===== config.mk =====
export PLATFORM = sky130hd
export DESIGN_NAME = ccr_regs
export DESIGN_NICKNAME = d
export VERILOG_FILES = /design/src/ccr_pkg.sv /design/src/ccr_regs.sv
export SDC_FILE = /design/constraint.sdc
export NUM_CORES = 1
export LEC_CHECK = 0
export BUFFER_PORTS_ARGS = -buffer_cell sky130_fd_sc_hd__buf_4
export CORE_ASPECT_RATIO = 1.4
export CORE_UTILIZATION = 53
export CTS_CLUSTER_DIAMETER = 30
export DETAILED_ROUTE_END_ITERATION = 10
export PLACE_DENSITY = 0.83
export SYNTH_ARGS = -nofsm -noshare
export SYNTH_HDL_FRONTEND = slang
export SYNTH_SLANG_ARGS = --single-unit
export TNS_END_PERCENT = 5

===== constraint.sdc =====
create_clock -name mclk_i -period 4.4 [get_ports mclk_i]
set_input_delay 0.22 -clock mclk_i [delete_from_list [all_inputs] [get_ports mclk_i]]
set_output_delay 0.22 -clock mclk_i [all_outputs]
set_load 0.1 [all_outputs]

===== src/ccr_pkg.sv =====
// constants, masks and carrier types for the configuration control register bank
// Behaviour
// - Bit 7 of config_ctrl_one makes address region three management address space.
// - No-lock bit keeps lock pin negated except page table and acknowledge cycles.
// - With no-lock set, formerly locked noncacheable cycles run unlocked and may cache.
// - Management memory access bit routes management space to management memory, ignores interrupt.
// - Management pin enable gates the interrupt input and drives active output inactive.
// - Suspend pin enable gates suspend request; acknowledge output floats when clear.
// - Legacy region write protect guards cacheable accesses from 640 KB to 1 MB.
// - Suspend on halt enters low power suspend when halt executes.
// - Freeze bit makes the not-write-through flag read only.
// - Bus idle insert adds idle cycle after burst ready and before strobe.
// - Map enable 1h opens all indexes; 0h only C0-CFh, FEh, FFh.
// - Linear burst bit selects linear order, else interleaved one-plus-four order.
// - Nested non-maskable enable lets NMI through during management service; software sets it.
// - Management lock lets guarded settings change only inside management service routine.
// - Lock, once set, stays set until the reset pin.
// - Id instruction enable frees the id flag; else instruction raises invalid opcode.
// - I/O recovery field spaces I/O accesses 1..64 clocks, 7h none, reset 5h.
// - Index written to port 22h, data through 23h, one fresh index per transfer.
// - All bits clear at reset unless another reset value is given.
// - Region enable bit gates region registers; region three stays on with bit 7 of config_ctrl_one.
// - Write miss allocate allocates on read and write misses, else reads only.
package ccr_pkg;
   localparam logic [7:0] PORT_INDEX = 8'h22;
   localparam logic [7:0] PORT_DATA  = 8'h23;
   localparam logic [7:0] IDX_ONE    = 8'hc1;
   localparam logic [7:0] IDX_TWO    = 8'hc2;
   localparam logic [7:0] IDX_THREE  = 8'hc3;
   localparam logic [7:0] IDX_FOUR   = 8'he8;
   localparam logic [7:0] IDX_FIVE   = 8'he9;
   localparam logic [7:0] IDX_OPEN_LO = 8'hc0;
   localparam logic [7:0] IDX_OPEN_HI = 8'hcf;
   localparam logic [7:0] IDX_TOP_A  = 8'hfe;
   localparam logic [7:0] IDX_TOP_B  = 8'hff;
   localparam logic [3:0] MAP_ALL    = 4'h1;
   // writable bit masks, everything else reserved
   localparam logic [7:0] MASK_ONE   = 8'h96;
   localparam logic [7:0] MASK_TWO   = 8'h9e;
   localparam logic [7:0] MASK_THREE = 8'hf7;
   localparam logic [7:0] MASK_FOUR  = 8'h87;
   localparam logic [7:0] MASK_FIVE  = 8'h21;
   // bits frozen by the management lock
   localparam logic [7:0] GUARD_ONE   = 8'h86;
   localparam logic [7:0] GUARD_THREE = 8'h02;
   localparam logic [7:0] RST_ONE    = 8'h00;
   localparam logic [7:0] RST_TWO    = 8'h00;
   localparam logic [7:0] RST_THREE  = 8'h00;
   localparam logic [7:0] RST_FOUR   = 8'h05;
   localparam logic [7:0] RST_FIVE   = 8'h00;
   localparam int B1_REGION3 = 7;
   localparam int B1_NOLOCK  = 4;
   localparam int B1_MACCESS = 2;
   localparam int B1_MPINS   = 1;
   localparam int B2_SUSPEN  = 7;
   localparam int B2_WPROT   = 4;
   localparam int B2_SUSHLT  = 3;
   localparam int B2_FREEZE  = 2;
   localparam int B2_IDLE    = 1;
   localparam int B3_MAP_LO  = 4;
   localparam int B3_LINBUR  = 2;
   localparam int B3_NMIEN   = 1;
   localparam int B3_LOCK    = 0;
   localparam int B4_IDEN    = 7;
   localparam int B5_REGEN   = 5;
   localparam int B5_WALLOC  = 0;
   localparam logic [2:0] RECOVERY_NONE = 3'h7;
   localparam logic [31:0] LEGACY_LO = 32'h000a0000;
   localparam logic [31:0] LEGACY_HI = 32'h00100000;
   typedef struct packed {
      logic       wr;
      logic       rd;
      logic [7:0] port;
      logic [7:0] data;
   } ccr_io_req_t;
endpackage : ccr_pkg


===== src/ccr_regs.sv =====
// configuration control register bank with index/data port access
`timescale 1ns/1ns
module ccr_regs #(
   parameter int GAP_W = 7
) (
   input  wire logic             mclk_i,
   input  wire logic             rst_n_i,
   input  wire ccr_pkg::ccr_io_req_t io_req_i,
   output logic                  io_rsp_valid_o,
   output logic                  io_claim_o,
   output logic [7:0]            io_rdata_o,
   input  wire logic             smm_active_i,
   input  wire logic             mgmt_irq_i,
   input  wire logic             in_mgmt_space_i,
   input  wire logic             lock_req_i,
   input  wire logic             pt_access_i,
   input  wire logic             inta_cycle_i,
   input  wire logic             suspend_req_i,
   input  wire logic             suspend_done_i,
   input  wire logic             halt_exec_i,
   input  wire logic             cacheable_i,
   input  wire logic [31:0]      mem_addr_i,
   input  wire logic             nmi_i,
   input  wire logic             id_instr_exec_i,
   input  wire logic             io_cycle_done_i,
   output logic                  region3_is_mgmt_space_o,
   output logic                  address_strobe_lock_n_o,
   output logic                  locked_internal_o,
   output logic                  lock_cacheable_ok_o,
   output logic                  mgmt_memory_sel_o,
   output logic                  mgmt_irq_take_o,
   output logic                  mgmt_active_pin_n_o,
   output logic                  suspend_take_o,
   output logic                  suspend_ack_pin_n_o,
   output logic                  suspend_ack_pin_oe_n_o,
   output logic                  legacy_wprotect_o,
   output logic                  suspend_enter_o,
   output logic                  wt_flag_write_allow_o,
   output logic                  bus_idle_insert_o,
   output logic                  linear_burst_order_o,
   output logic                  nmi_take_o,
   output logic                  region3_cfg_wr_ok_o,
   output logic                  id_instruction_enable_o,
   output logic                  invalid_opcode_o,
   output logic                  io_gap_busy_o,
   output logic                  region_regs_enable_o,
   output logic                  region3_enable_o,
   output logic                  write_miss_allocate_o
);

   logic [7:0]       ctl_one_q;
   logic [7:0]       ctl_two_q;
   logic [7:0]       ctl_three_q;
   logic [7:0]       ctl_four_q;
   logic [7:0]       ctl_five_q;
   logic [7:0]       index_q;
   logic             idx_valid_q;
   logic             rsp_valid_q;
   logic             claim_q;
   logic [7:0]       rdata_q;
   logic [GAP_W-1:0] gap_cnt_q;
   logic [GAP_W-1:0] gap_cnt_d;

   // port decode
   wire wr_index = io_req_i.wr && (io_req_i.port == ccr_pkg::PORT_INDEX);
   wire data_acc = (io_req_i.wr || io_req_i.rd)
                   && (io_req_i.port == ccr_pkg::PORT_DATA);

   // index reachability
   wire [3:0] map_en  = ctl_three_q[ccr_pkg::B3_MAP_LO +: 4];
   wire idx_open = ((index_q >= ccr_pkg::IDX_OPEN_LO)
                    && (index_q <= ccr_pkg::IDX_OPEN_HI))
                   || (index_q == ccr_pkg::IDX_TOP_A)
                   || (index_q == ccr_pkg::IDX_TOP_B);
   wire reachable = idx_open || (map_en == ccr_pkg::MAP_ALL);

   wire sel1 = index_q == ccr_pkg::IDX_ONE;
   wire sel2 = index_q == ccr_pkg::IDX_TWO;
   wire sel3 = index_q == ccr_pkg::IDX_THREE;
   wire sel4 = index_q == ccr_pkg::IDX_FOUR;
   wire sel5 = index_q == ccr_pkg::IDX_FIVE;
   wire implemented = sel1 || sel2 || sel3 || sel4 || sel5;

   // a data access counts only behind a fresh index
   wire hit   = data_acc && idx_valid_q && reachable && implemented;
   wire hit_w = hit && io_req_i.wr;
   wire hit_r = hit && io_req_i.rd;

   // guarded fields freeze outside the service routine once locked
   wire lock_on = ctl_three_q[ccr_pkg::B3_LOCK];
   wire frozen  = lock_on && !smm_active_i;

   wire [7:0] wd = io_req_i.data;
   wire [7:0] g1 = frozen ? ccr_pkg::GUARD_ONE : 8'h00;
   wire [7:0] g3 = frozen ? ccr_pkg::GUARD_THREE : 8'h00;

   // reserved bits dropped on write
   wire [7:0] ctl_one_w = ((ctl_one_q & g1) | (wd & ~g1))
                          & ccr_pkg::MASK_ONE;
   wire [7:0] ctl_two_w = wd & ccr_pkg::MASK_TWO;
   wire [7:0] ctl_three_m = ((ctl_three_q & g3) | (wd & ~g3))
                            & ccr_pkg::MASK_THREE;
   // lock can only be raised by software, never lowered
   wire [7:0] ctl_three_w = ctl_three_m | {7'h00, lock_on};
   wire [7:0] ctl_four_w = wd & ccr_pkg::MASK_FOUR;
   wire [7:0] ctl_five_w = wd & ccr_pkg::MASK_FIVE;

   wire [7:0] rd_mux = sel1 ? ctl_one_q :
                       sel2 ? ctl_two_q :
                       sel3 ? ctl_three_q :
                       sel4 ? ctl_four_q :
                       ctl_five_q;

   always_ff @(posedge mclk_i or negedge rst_n_i) begin
      if (!rst_n_i) begin
         ctl_one_q   <= ccr_pkg::RST_ONE;
         ctl_two_q   <= ccr_pkg::RST_TWO;
         ctl_three_q <= ccr_pkg::RST_THREE;
         ctl_four_q  <= ccr_pkg::RST_FOUR;
         ctl_five_q  <= ccr_pkg::RST_FIVE;
      end else if (hit_w) begin
         if (sel1) ctl_one_q <= ctl_one_w;
         if (sel2) ctl_two_q <= ctl_two_w;
         if (sel3) ctl_three_q <= ctl_three_w;
         if (sel4) ctl_four_q <= ctl_four_w;
         if (sel5) ctl_five_q <= ctl_five_w;
      end
   end

   always_ff @(posedge mclk_i or negedge rst_n_i) begin
      if (!rst_n_i) begin
         index_q     <= 8'h00;
         idx_valid_q <= 1'b0;
      end else if (wr_index) begin
         index_q     <= io_req_i.data;
         idx_valid_q <= 1'b1;
      end else if (data_acc) begin
         idx_valid_q <= 1'b0;
      end
   end

   always_ff @(posedge mclk_i or negedge rst_n_i) begin
      if (!rst_n_i) begin
         rsp_valid_q <= 1'b0;
         claim_q     <= 1'b0;
         rdata_q     <= 8'h00;
      end else begin
         rsp_valid_q <= data_acc || wr_index;
         claim_q     <= hit || wr_index;
         rdata_q     <= hit_r ? rd_mux : 8'h00;
      end
   end

   assign io_rsp_valid_o = rsp_valid_q;
   assign io_claim_o     = claim_q;
   assign io_rdata_o     = rdata_q;

   // i/o recovery spacing
   wire [2:0] recov_code = ctl_four_q[2:0];
   wire [GAP_W-1:0] gap_load = (recov_code == ccr_pkg::RECOVERY_NONE) ? '0 :
                               GAP_W'(8'h01 << recov_code);
   always_comb begin
      gap_cnt_d = gap_cnt_q;
      if (io_cycle_done_i) begin
         gap_cnt_d = gap_load;
      end else if (gap_cnt_q != '0) begin
         gap_cnt_d = gap_cnt_q - GAP_W'(1);
      end
   end
   always_ff @(posedge mclk_i or negedge rst_n_i) begin
      if (!rst_n_i) gap_cnt_q <= '0;
      else gap_cnt_q <= gap_cnt_d;
   end
   assign io_gap_busy_o = gap_cnt_q != '0;

   // decoded feature bits
   wire region3   = ctl_one_q[ccr_pkg::B1_REGION3];
   wire no_lock   = ctl_one_q[ccr_pkg::B1_NOLOCK];
   wire m_access  = ctl_one_q[ccr_pkg::B1_MACCESS];
   wire m_pins    = ctl_one_q[ccr_pkg::B1_MPINS];
   wire suspend_request_pin_en   = ctl_two_q[ccr_pkg::B2_SUSPEN];
   wire wprot     = ctl_two_q[ccr_pkg::B2_WPROT];
   wire sus_hlt   = ctl_two_q[ccr_pkg::B2_SUSHLT];
   wire freeze_wt = ctl_two_q[ccr_pkg::B2_FREEZE];
   wire nmi_en    = ctl_three_q[ccr_pkg::B3_NMIEN];
   wire legacy_hit = (mem_addr_i >= ccr_pkg::LEGACY_LO)
                     && (mem_addr_i < ccr_pkg::LEGACY_HI);

   assign region3_is_mgmt_space_o = region3;
   // acknowledge cycles still run locked inside and assert the pin even with no-lock set
   assign address_strobe_lock_n_o = !(lock_req_i
                                      && (!no_lock || pt_access_i
                                          || inta_cycle_i));
   assign locked_internal_o = lock_req_i && (!no_lock || pt_access_i
                                             || inta_cycle_i);
   assign lock_cacheable_ok_o = no_lock;
   assign mgmt_memory_sel_o = m_access && in_mgmt_space_i;
   assign mgmt_irq_take_o = mgmt_irq_i && m_pins && !m_access;
   assign mgmt_active_pin_n_o = !(m_pins && smm_active_i);
   assign suspend_take_o = suspend_req_i && suspend_request_pin_en;
   assign suspend_ack_pin_n_o = !(suspend_request_pin_en && suspend_done_i);
   assign suspend_ack_pin_oe_n_o = !suspend_request_pin_en;
   assign legacy_wprotect_o = wprot && cacheable_i && legacy_hit;
   assign suspend_enter_o = sus_hlt && halt_exec_i;
   assign wt_flag_write_allow_o = !freeze_wt;
   assign bus_idle_insert_o = ctl_two_q[ccr_pkg::B2_IDLE];
   assign linear_burst_order_o = ctl_three_q[ccr_pkg::B3_LINBUR];
   // nesting only matters while the service routine runs
   assign nmi_take_o = nmi_i && (!smm_active_i || nmi_en);
   assign region3_cfg_wr_ok_o = !frozen;
   assign id_instruction_enable_o = ctl_four_q[ccr_pkg::B4_IDEN];
   assign invalid_opcode_o = id_instr_exec_i
                             && !ctl_four_q[ccr_pkg::B4_IDEN];
   assign region_regs_enable_o = ctl_five_q[ccr_pkg::B5_REGEN];
   assign region3_enable_o = ctl_five_q[ccr_pkg::B5_REGEN] || region3;
   assign write_miss_allocate_o = ctl_five_q[ccr_pkg::B5_WALLOC];

   a_lock_sticky: assert property (@(posedge mclk_i) disable iff (!rst_n_i)
      lock_on |=> ctl_three_q[ccr_pkg::B3_LOCK])
      else $error("lock bit cleared without reset");

   a_guard_hold: assert property (@(posedge mclk_i) disable iff (!rst_n_i)
      hit_w && sel1 && frozen |=>
         ((ctl_one_q & ccr_pkg::GUARD_ONE)
          == ($past(ctl_one_q) & ccr_pkg::GUARD_ONE)))
      else $error("guarded bits changed while locked");

   a_index_once: assert property (@(posedge mclk_i) disable iff (!rst_n_i)
      data_acc && !idx_valid_q |=> rsp_valid_q && !claim_q && (io_rdata_o == 8'h00))
      else $error("data access claimed without fresh index");

   a_map_block: assert property (@(posedge mclk_i) disable iff (!rst_n_i)
      data_acc && idx_valid_q && sel4 && (map_en != ccr_pkg::MAP_ALL)
         |=> rsp_valid_q && !claim_q)
      else $error("hidden index answered with map disabled");

   a_read_back: assert property (@(posedge mclk_i) disable iff (!rst_n_i)
      hit_r && sel2 |=> claim_q && (io_rdata_o == $past(ctl_two_q)))
      else $error("read data does not match register");

   a_rsv_zero: assert property (@(posedge mclk_i) disable iff (!rst_n_i)
      ((ctl_one_q & ~ccr_pkg::MASK_ONE) == 8'h00)
      && ((ctl_four_q & ~ccr_pkg::MASK_FOUR) == 8'h00))
      else $error("reserved bit set");

   // busy covers the four clocks after the pulse, so look one clock later
   a_gap_one: assert property (@(posedge mclk_i) disable iff (!rst_n_i)
      io_cycle_done_i && recov_code == 3'h2 ##1 !io_cycle_done_i [*4]
         |=> !io_gap_busy_o)
      else $error("recovery gap not four clocks");

   a_gap_busy: assert property (@(posedge mclk_i) disable iff (!rst_n_i)
      io_cycle_done_i && recov_code == 3'h1 |=> io_gap_busy_o ##1
         (io_gap_busy_o || io_cycle_done_i))
      else $error("recovery gap ended early");

   a_suspend_request_pin_float: assert property (@(posedge mclk_i) disable iff (!rst_n_i)
      !suspend_request_pin_en |-> suspend_ack_pin_oe_n_o && !suspend_take_o)
      else $error("suspend pins active while disabled");

   a_lock_pin: assert property (@(posedge mclk_i) disable iff (!rst_n_i)
      no_lock && lock_req_i && !pt_access_i && !inta_cycle_i
         |-> address_strobe_lock_n_o)
      else $error("lock pin asserted with no-lock set");

   a_wprot_hit: assert property (@(posedge mclk_i) disable iff (!rst_n_i)
      wprot && cacheable_i && mem_addr_i == 32'h000fffff |-> legacy_wprotect_o)
      else $error("legacy region not write protected");

   a_irq_gate: assert property (@(posedge mclk_i) disable iff (!rst_n_i)
      !m_pins |-> !mgmt_irq_take_o && mgmt_active_pin_n_o)
      else $error("management pins active while disabled");

endmodule : ccr_regs


* Word level (Yosys, flattened, before mapping) *
Cells that the tools add are included.

cells by class
  reductions and logical operators = 54
  shifts and indexed selects = 1
  add/subtract/negate cells = 1
  equality and inequality tests = 11
  bitwise logic cells = 9
  mux-type cells = 12
  $lt $le $gt $ge = 4

operator list
  kind                                                          count
  == test 8 bit, second input constant                          7
  2-to-1 mux 8 bit                                              6
  >= comparator 32 x 20 -> 1 bit, second input constant         1
  less-than comparator 32 x 21 -> 1 bit, second input constant  1
  AND 8 bit                                                     3
  logical AND 1 bit                                             22
  2-to-1 mux 7 bit                                              3
  == test 8 x 6 -> 1 bit, second input constant                 2
  OR 8 bit                                                      2
  logical OR 1 bit                                              14
  logical NOT 1 bit                                             10
  AND reduction 2 bit                                           5
  AND 8 x 2 -> 8 bit                                            1
  >= comparator 8 bit, second input constant                    1
  <= comparator 8 bit, second input constant                    1
  NOT 2 -> 8 bit                                                1
  NOT 8 bit                                                     1
  OR 8 x 1 -> 8 bit                                             1
  nonzero test 7 bit                                            1
  left shift 1 x 3 -> 7 bit, first input constant               1
  subtractor 7 x 1 -> 7 bit, second input constant              1
  == test 4 x 1 -> 1 bit, second input constant                 1
  nonzero test 2 bit                                            2
  == test 3 bit, second input constant                          1
  2 further kinds                                               3

storage, ports and cells
  output and inout bits = 33
  bits in registers = 49
  logic and storage cells = 103
  input bits = 65

* Logic depth before layout (Yosys ltp) *
  depth in word-level cells = 9
  depth in mapped cells = 6
  depth with buffers taken out = 6

* Least setup slack after synthesis *
Ideal clock, no wire load.

  kind = register to output
  from = register ctl_two_q[4]
  to = output legacy_wprotect_o
  path buffers = 0
  cell stages (with the launch flop) = 4
  arrival = 3831 ps
  slack = 349 ps
  required time = 4180 ps
  path through = dfrtp_1 -> nor4b_1 -> o2111ai_1 -> nor4b_1

on the way
  word-level cells in the longest chain between the ends = 2

RTL lines
  what                             line             text
  start, declared                  ccr_regs.sv:52   logic [7:0] ctl_two_q;
  start signal, assigned           ccr_regs.sv:117  ctl_two_q <= ccr_pkg::RST_TWO;
  start signal, assigned           ccr_regs.sv:123  if (sel2) ctl_two_q <= ctl_two_w;
  logical AND 1 bit (2 in series)  ccr_regs.sv:203  assign legacy_wprotect_o = wprot && cacheable_i && legacy_hit;
  end, declared                    ccr_regs.sv:36   output logic legacy_wprotect_o,

No other way between the ends.

* Worst setup path in the final report *
  from = register index_q[4]
  to = register ctl_two_q[1]

on the way
  word-level cells in the longest chain between the ends = 9
  elaborated cells between the ends (all ways) = 21
  those cells by class = order compare: 2; eq/ne: 7; reduce/logical: 12

RTL lines
  what                                                        line                            text
  start, declared                                             ccr_regs.sv:56                  logic [7:0] index_q;
  start signal, assigned                                      ccr_regs.sv:135                 index_q <= io_req_i.data;
  >= comparator 8 bit or <= comparator 8 bit (tied branches)  ccr_regs.sv:71, ccr_regs.sv:72
  logical AND 1 bit                                           ccr_regs.sv:72                  && (index_q <= ccr_pkg::IDX_OPEN_HI))
  logical OR 1 bit                                            ccr_regs.sv:73                  || (index_q == ccr_pkg::IDX_TOP_A)
  logical OR 1 bit                                            ccr_regs.sv:74                  || (index_q == ccr_pkg::IDX_TOP_B);
  logical OR 1 bit                                            ccr_regs.sv:75                  wire reachable = idx_open || (map_en == ccr_pkg::MAP_ALL);
  logical AND 1 bit (2 in series)                             ccr_regs.sv:85                  wire hit = data_acc && idx_valid_q && reachable && implemented;
  logical AND 1 bit                                           ccr_regs.sv:86                  wire hit_w = hit && io_req_i.wr;
  AND reduction 2 bit (no source line) (*)                    n/a

Every way passes the cells marked *; elsewhere a longest branch is shown, timed or not.
A chain may end at the register's enable or synchronous reset.

==> PnR_summary.wiki <==
{| class="wikitable"
! Metric !! Value
|-
| Outcome || complete, no violations
|-
| First-pass GRT wire length || about 9.7 mm
|-
| CTS root buffer || clkbuf_8
|-
| Count of pins on the block boundary || 98
|-
| Number of storage elements in the synthesis netlist || 48
|-
| Final number of hold-violating endpoints || 0
|-
| Cell with the largest stage delay on the worst path || nor4_4
|-
| Fin cells || 379
|-
| Length of the first detailed-routing pass in iterations || 4
|-
| Number of enable-type register cells in the synthesized netlist || 0
|-
| Number of instances in the synthesized netlist || around 230
|-
| DP Wirelength || roughly 4.8 mm
|-
| WL/cell || about 17 um
|-
| Weighted congestion reported at the end of routability-driven placement || approximately 0.86
|-
| Summed instance area of the synthesized netlist || 2670 um^2
|-
| Maximum clock insertion buffer count || 2
|-
| Data arrival time of the critical path || ~2.4 ns
|-
| Clock tree from TritonCTS || built
|-
| Count of inserted antenna diode cells || 0
|-
| Maximum clock skew at final layout || 0.00695 ns
|-
| Initial core utilization || 55.1%
|-
| Overall overflow remaining after global route || 0
|-
| Core ar. || 4840 um^2
|-
| Die height || 86.0 um
|-
| Horizontal extent of the die || around 62 um
|-
| Total number of vias || ~2200
|-
| Clock Sinks || 48
|-
| Count of filler cells inserted in the layout || between 300 and 400
|-
| Maximum number of pins on one net before global-route repair || between 40 and 50
|-
| Synth async-reset ratio || between 90% and 100%
|-
| Aggregate global-route resource usage || ~25%
|-
| CP max stage delay || approximately 0.56 ns
|-
| Min Hold Slack || 0.162 ns
|-
| Setup violators final || 0
|-
| Sort of element at the end of the critical path || register
|-
| Register area || ~1200 um^2
|-
| Overall die area || between 5000 and 6000 um^2
|-
| Highest net fanout along the worst path || 14
|-
| Headroom to the max-slew limit || between 50 and 60%
|-
| Crit path cell chain || and4bb_2 -> nand2_1 -> nor4_4 -> mux2_2
|-
| Final routed wirelength across all metal layers || around 6.3 mm
|-
| Max VDD drop || 0.263 mV
|-
| Final critical-path setup slack || approximately 2.2 ns
|-
| Launching element type of the critical path || register
|-
| Number of warnings issued by yosys || 0
|-
| Number of core rows || 30
|-
| Total nets after synthesis || 299
|-
| Number of global-route vias before repair || between 2000 and 2500
|-
| Achievable clock frequency || 451 MHz
|-
| Synth cell types || 58
|-
| Total setup buffers inserted after CTS || 0
|-
| Critical path data required time || approximately 4.6 ns
|-
| Transition time at the pin with the least slew margin || around 0.65 ns
|-
| Path type of the worst min-delay path || in2reg
|-
| CTS clock-pin slew for the worst setup and hold paths || 0.08 ns
|-
| # port buffers || 80
|-
| Max-capacitance violation count || 0
|-
| Total power divided by cell area || roughly 320 nW/um^2
|-
| Final worst path period need || about 2.2 ns
|-
| Setup TNS || 0 ns
|-
| Area of the multi-input gates || approximately 1400 um^2
|-
| Setup Slack @ Placement || roughly 2.2 ns
|-
| Top cell family by delay on the critical path || simple AND/OR/NAND/NOR gates
|-
| H-tree depth reported by CTS || 2
|-
| Lkg Pwr || between 1.5 and 2 nW
|-
| Number of placed cells counting well taps || 370
|-
| Setup repair after global routing missed its margin || false
|-
| Num CTS Buffers || 5
|-
| Post-DRT Antenna Nets || 0
|-
| Primary FF master, synth || dfrtp_1
|-
| Antenna violations before repair || 0
|-
| Worst-Skew Late Latency || around 0.3 ns
|-
| Count of buffer and inverter cells on the critical path || 0
|-
| Layout cells sized above 1 || 45.1%
|-
| Post-synthesis average cell area || approximately 12 um^2
|-
| Proportion of synthesized chip area in sequential cells || a little under half
|-
| Worst setup path category || reg2reg
|-
| Vias per cell || 5.89
|-
| Crit share post-route || between 50% and 60%
|-
| Post-Route Utilization || a little under three quarters
|-
| Number of remaining DRC errors || 0
|-
| Number of nets in the finished design || between 300 and 400
|-
| Synthesis-to-finish area growth || 28.7%
|-
| Max-slew violation count || 0
|-
| Iter 0 DRT Violations || 60
|}
## cell families (layout without fill, tap and decap cells)
logic type                 Yosys count  in the layout  synth area share, %
AOI/OAI and AO/OA                   39             39                 11.7
xor gates and xnor gates             2              2                0.656
adders and majority gates            2              2                0.937
buffers and inverters               17            100                 2.77
DFF                                 48             48                 45.1
muxes                               36             36                 15.0
and+or+nand+nor                     88             88                 23.9
## cells in the final DEF, fill, tap and decap left out, drive strengths merged, types with 5 or more instances in the layout
master,instances
o22ai,6
mux2,31
buf,80
nand3,5
dfrtp,46
nor4b,7
and2,7
clkbuf,6
mux2i,5
nand2,19
inv,11
nor2,9
a21oi,9
nor4,9
## worst reg2reg max path, stage by stage, from the launching register on
cell	delay (ns)
dfrtp_1	0.42
and4bb_2	0.53
nand2_1	0.20
nor4_4	0.56
mux2_2	0.40
## synth_stat cells, types with 5 or more instances
master,instances,share of area [%]
nand3_1,5,0.94
and2_1,7,1.6
nor2_1,8,1.1
dfrtp_1,46,43
nand2_1,19,2.7
a21oi_1,9,1.7
o22ai_1,6,1.4
nor4_1,6,1.4
mux2i_1,5,1.9
inv_1,11,1.5
mux2_2,31,13
## flip-flops by register name, summed over array words and instances, names as in the netlist, named ones only
name / count
ctl_five_q: 2
ctl_four_q: 4
ctl_two_q: 5
ctl_three_q: 6
gap_cnt_q: 7
io_claim_o: 1
idx_valid_q: 1
ctl_one_q: 1
io_rsp_valid_o: 1
index_q: 8
io_rdata_o: 8
## final cells by class
cell class | instances | share of cell area [%]
inverter | 11 | 1.20
clock inverter | 2 | 1.02
timing repair buffer | 81 | 17.8
clock buffer | 6 | 2.11
multi-input combinational | 167 | 40.5
sequential | 48 | 35.0
tap | 64 | 2.33
## metal layers
metal	global-route usage [%]	routed length, um	vias up
li1	-	-	1039
met1	25.7	2270	1108
met2	45.8	3570	72
met3	4.22	280	13
met4	11.9	150	0
met5	0	0	-
## through the flow
step                      total power, W  instance area (um^2)
final                            0.00110                  3430
after global routing             0.00116                  3430
after CTS                        0.00111                  3430
after detailed placement        0.000801                  3320
after global placement          0.000791                  3320
after floorplan                 0.000709                  2670
## power breakdown
part | switching, W | internal (W)
clock network | 0.000139 | 0.000169
logic | 0.000165 | 0.000124
registers | 0.0000352 | 0.000470
total | 0.000339 | 0.000762
## worst paths after layout
path / startpoint / end / slack [ns] / cells past startpoint
max in group asynchronous: rst_n_i / index_q[3] / 3.54 / 2
worst max-delay path: index_q[4] / ctl_two_q[1] / 2.18 / 4
worst max register to register: index_q[4] / ctl_two_q[1] / 2.18 / 4
worst min-delay path: io_req_i[3] / ctl_two_q[3] / 0.16 / 2
worst min register to register: ctl_three_q[0] / ctl_three_q[0] / 0.50 / 2
min in group asynchronous: rst_n_i / gap_cnt_q[4] / 0.46 / 2
## repair_timing
action | in CTS | in global routing
endpoints found under the hold margin | 46 | 0
resized for setup | 0 | 0
hold buffers | 1 | 0
No activity file was read; power rests on OpenSTA's default activity.
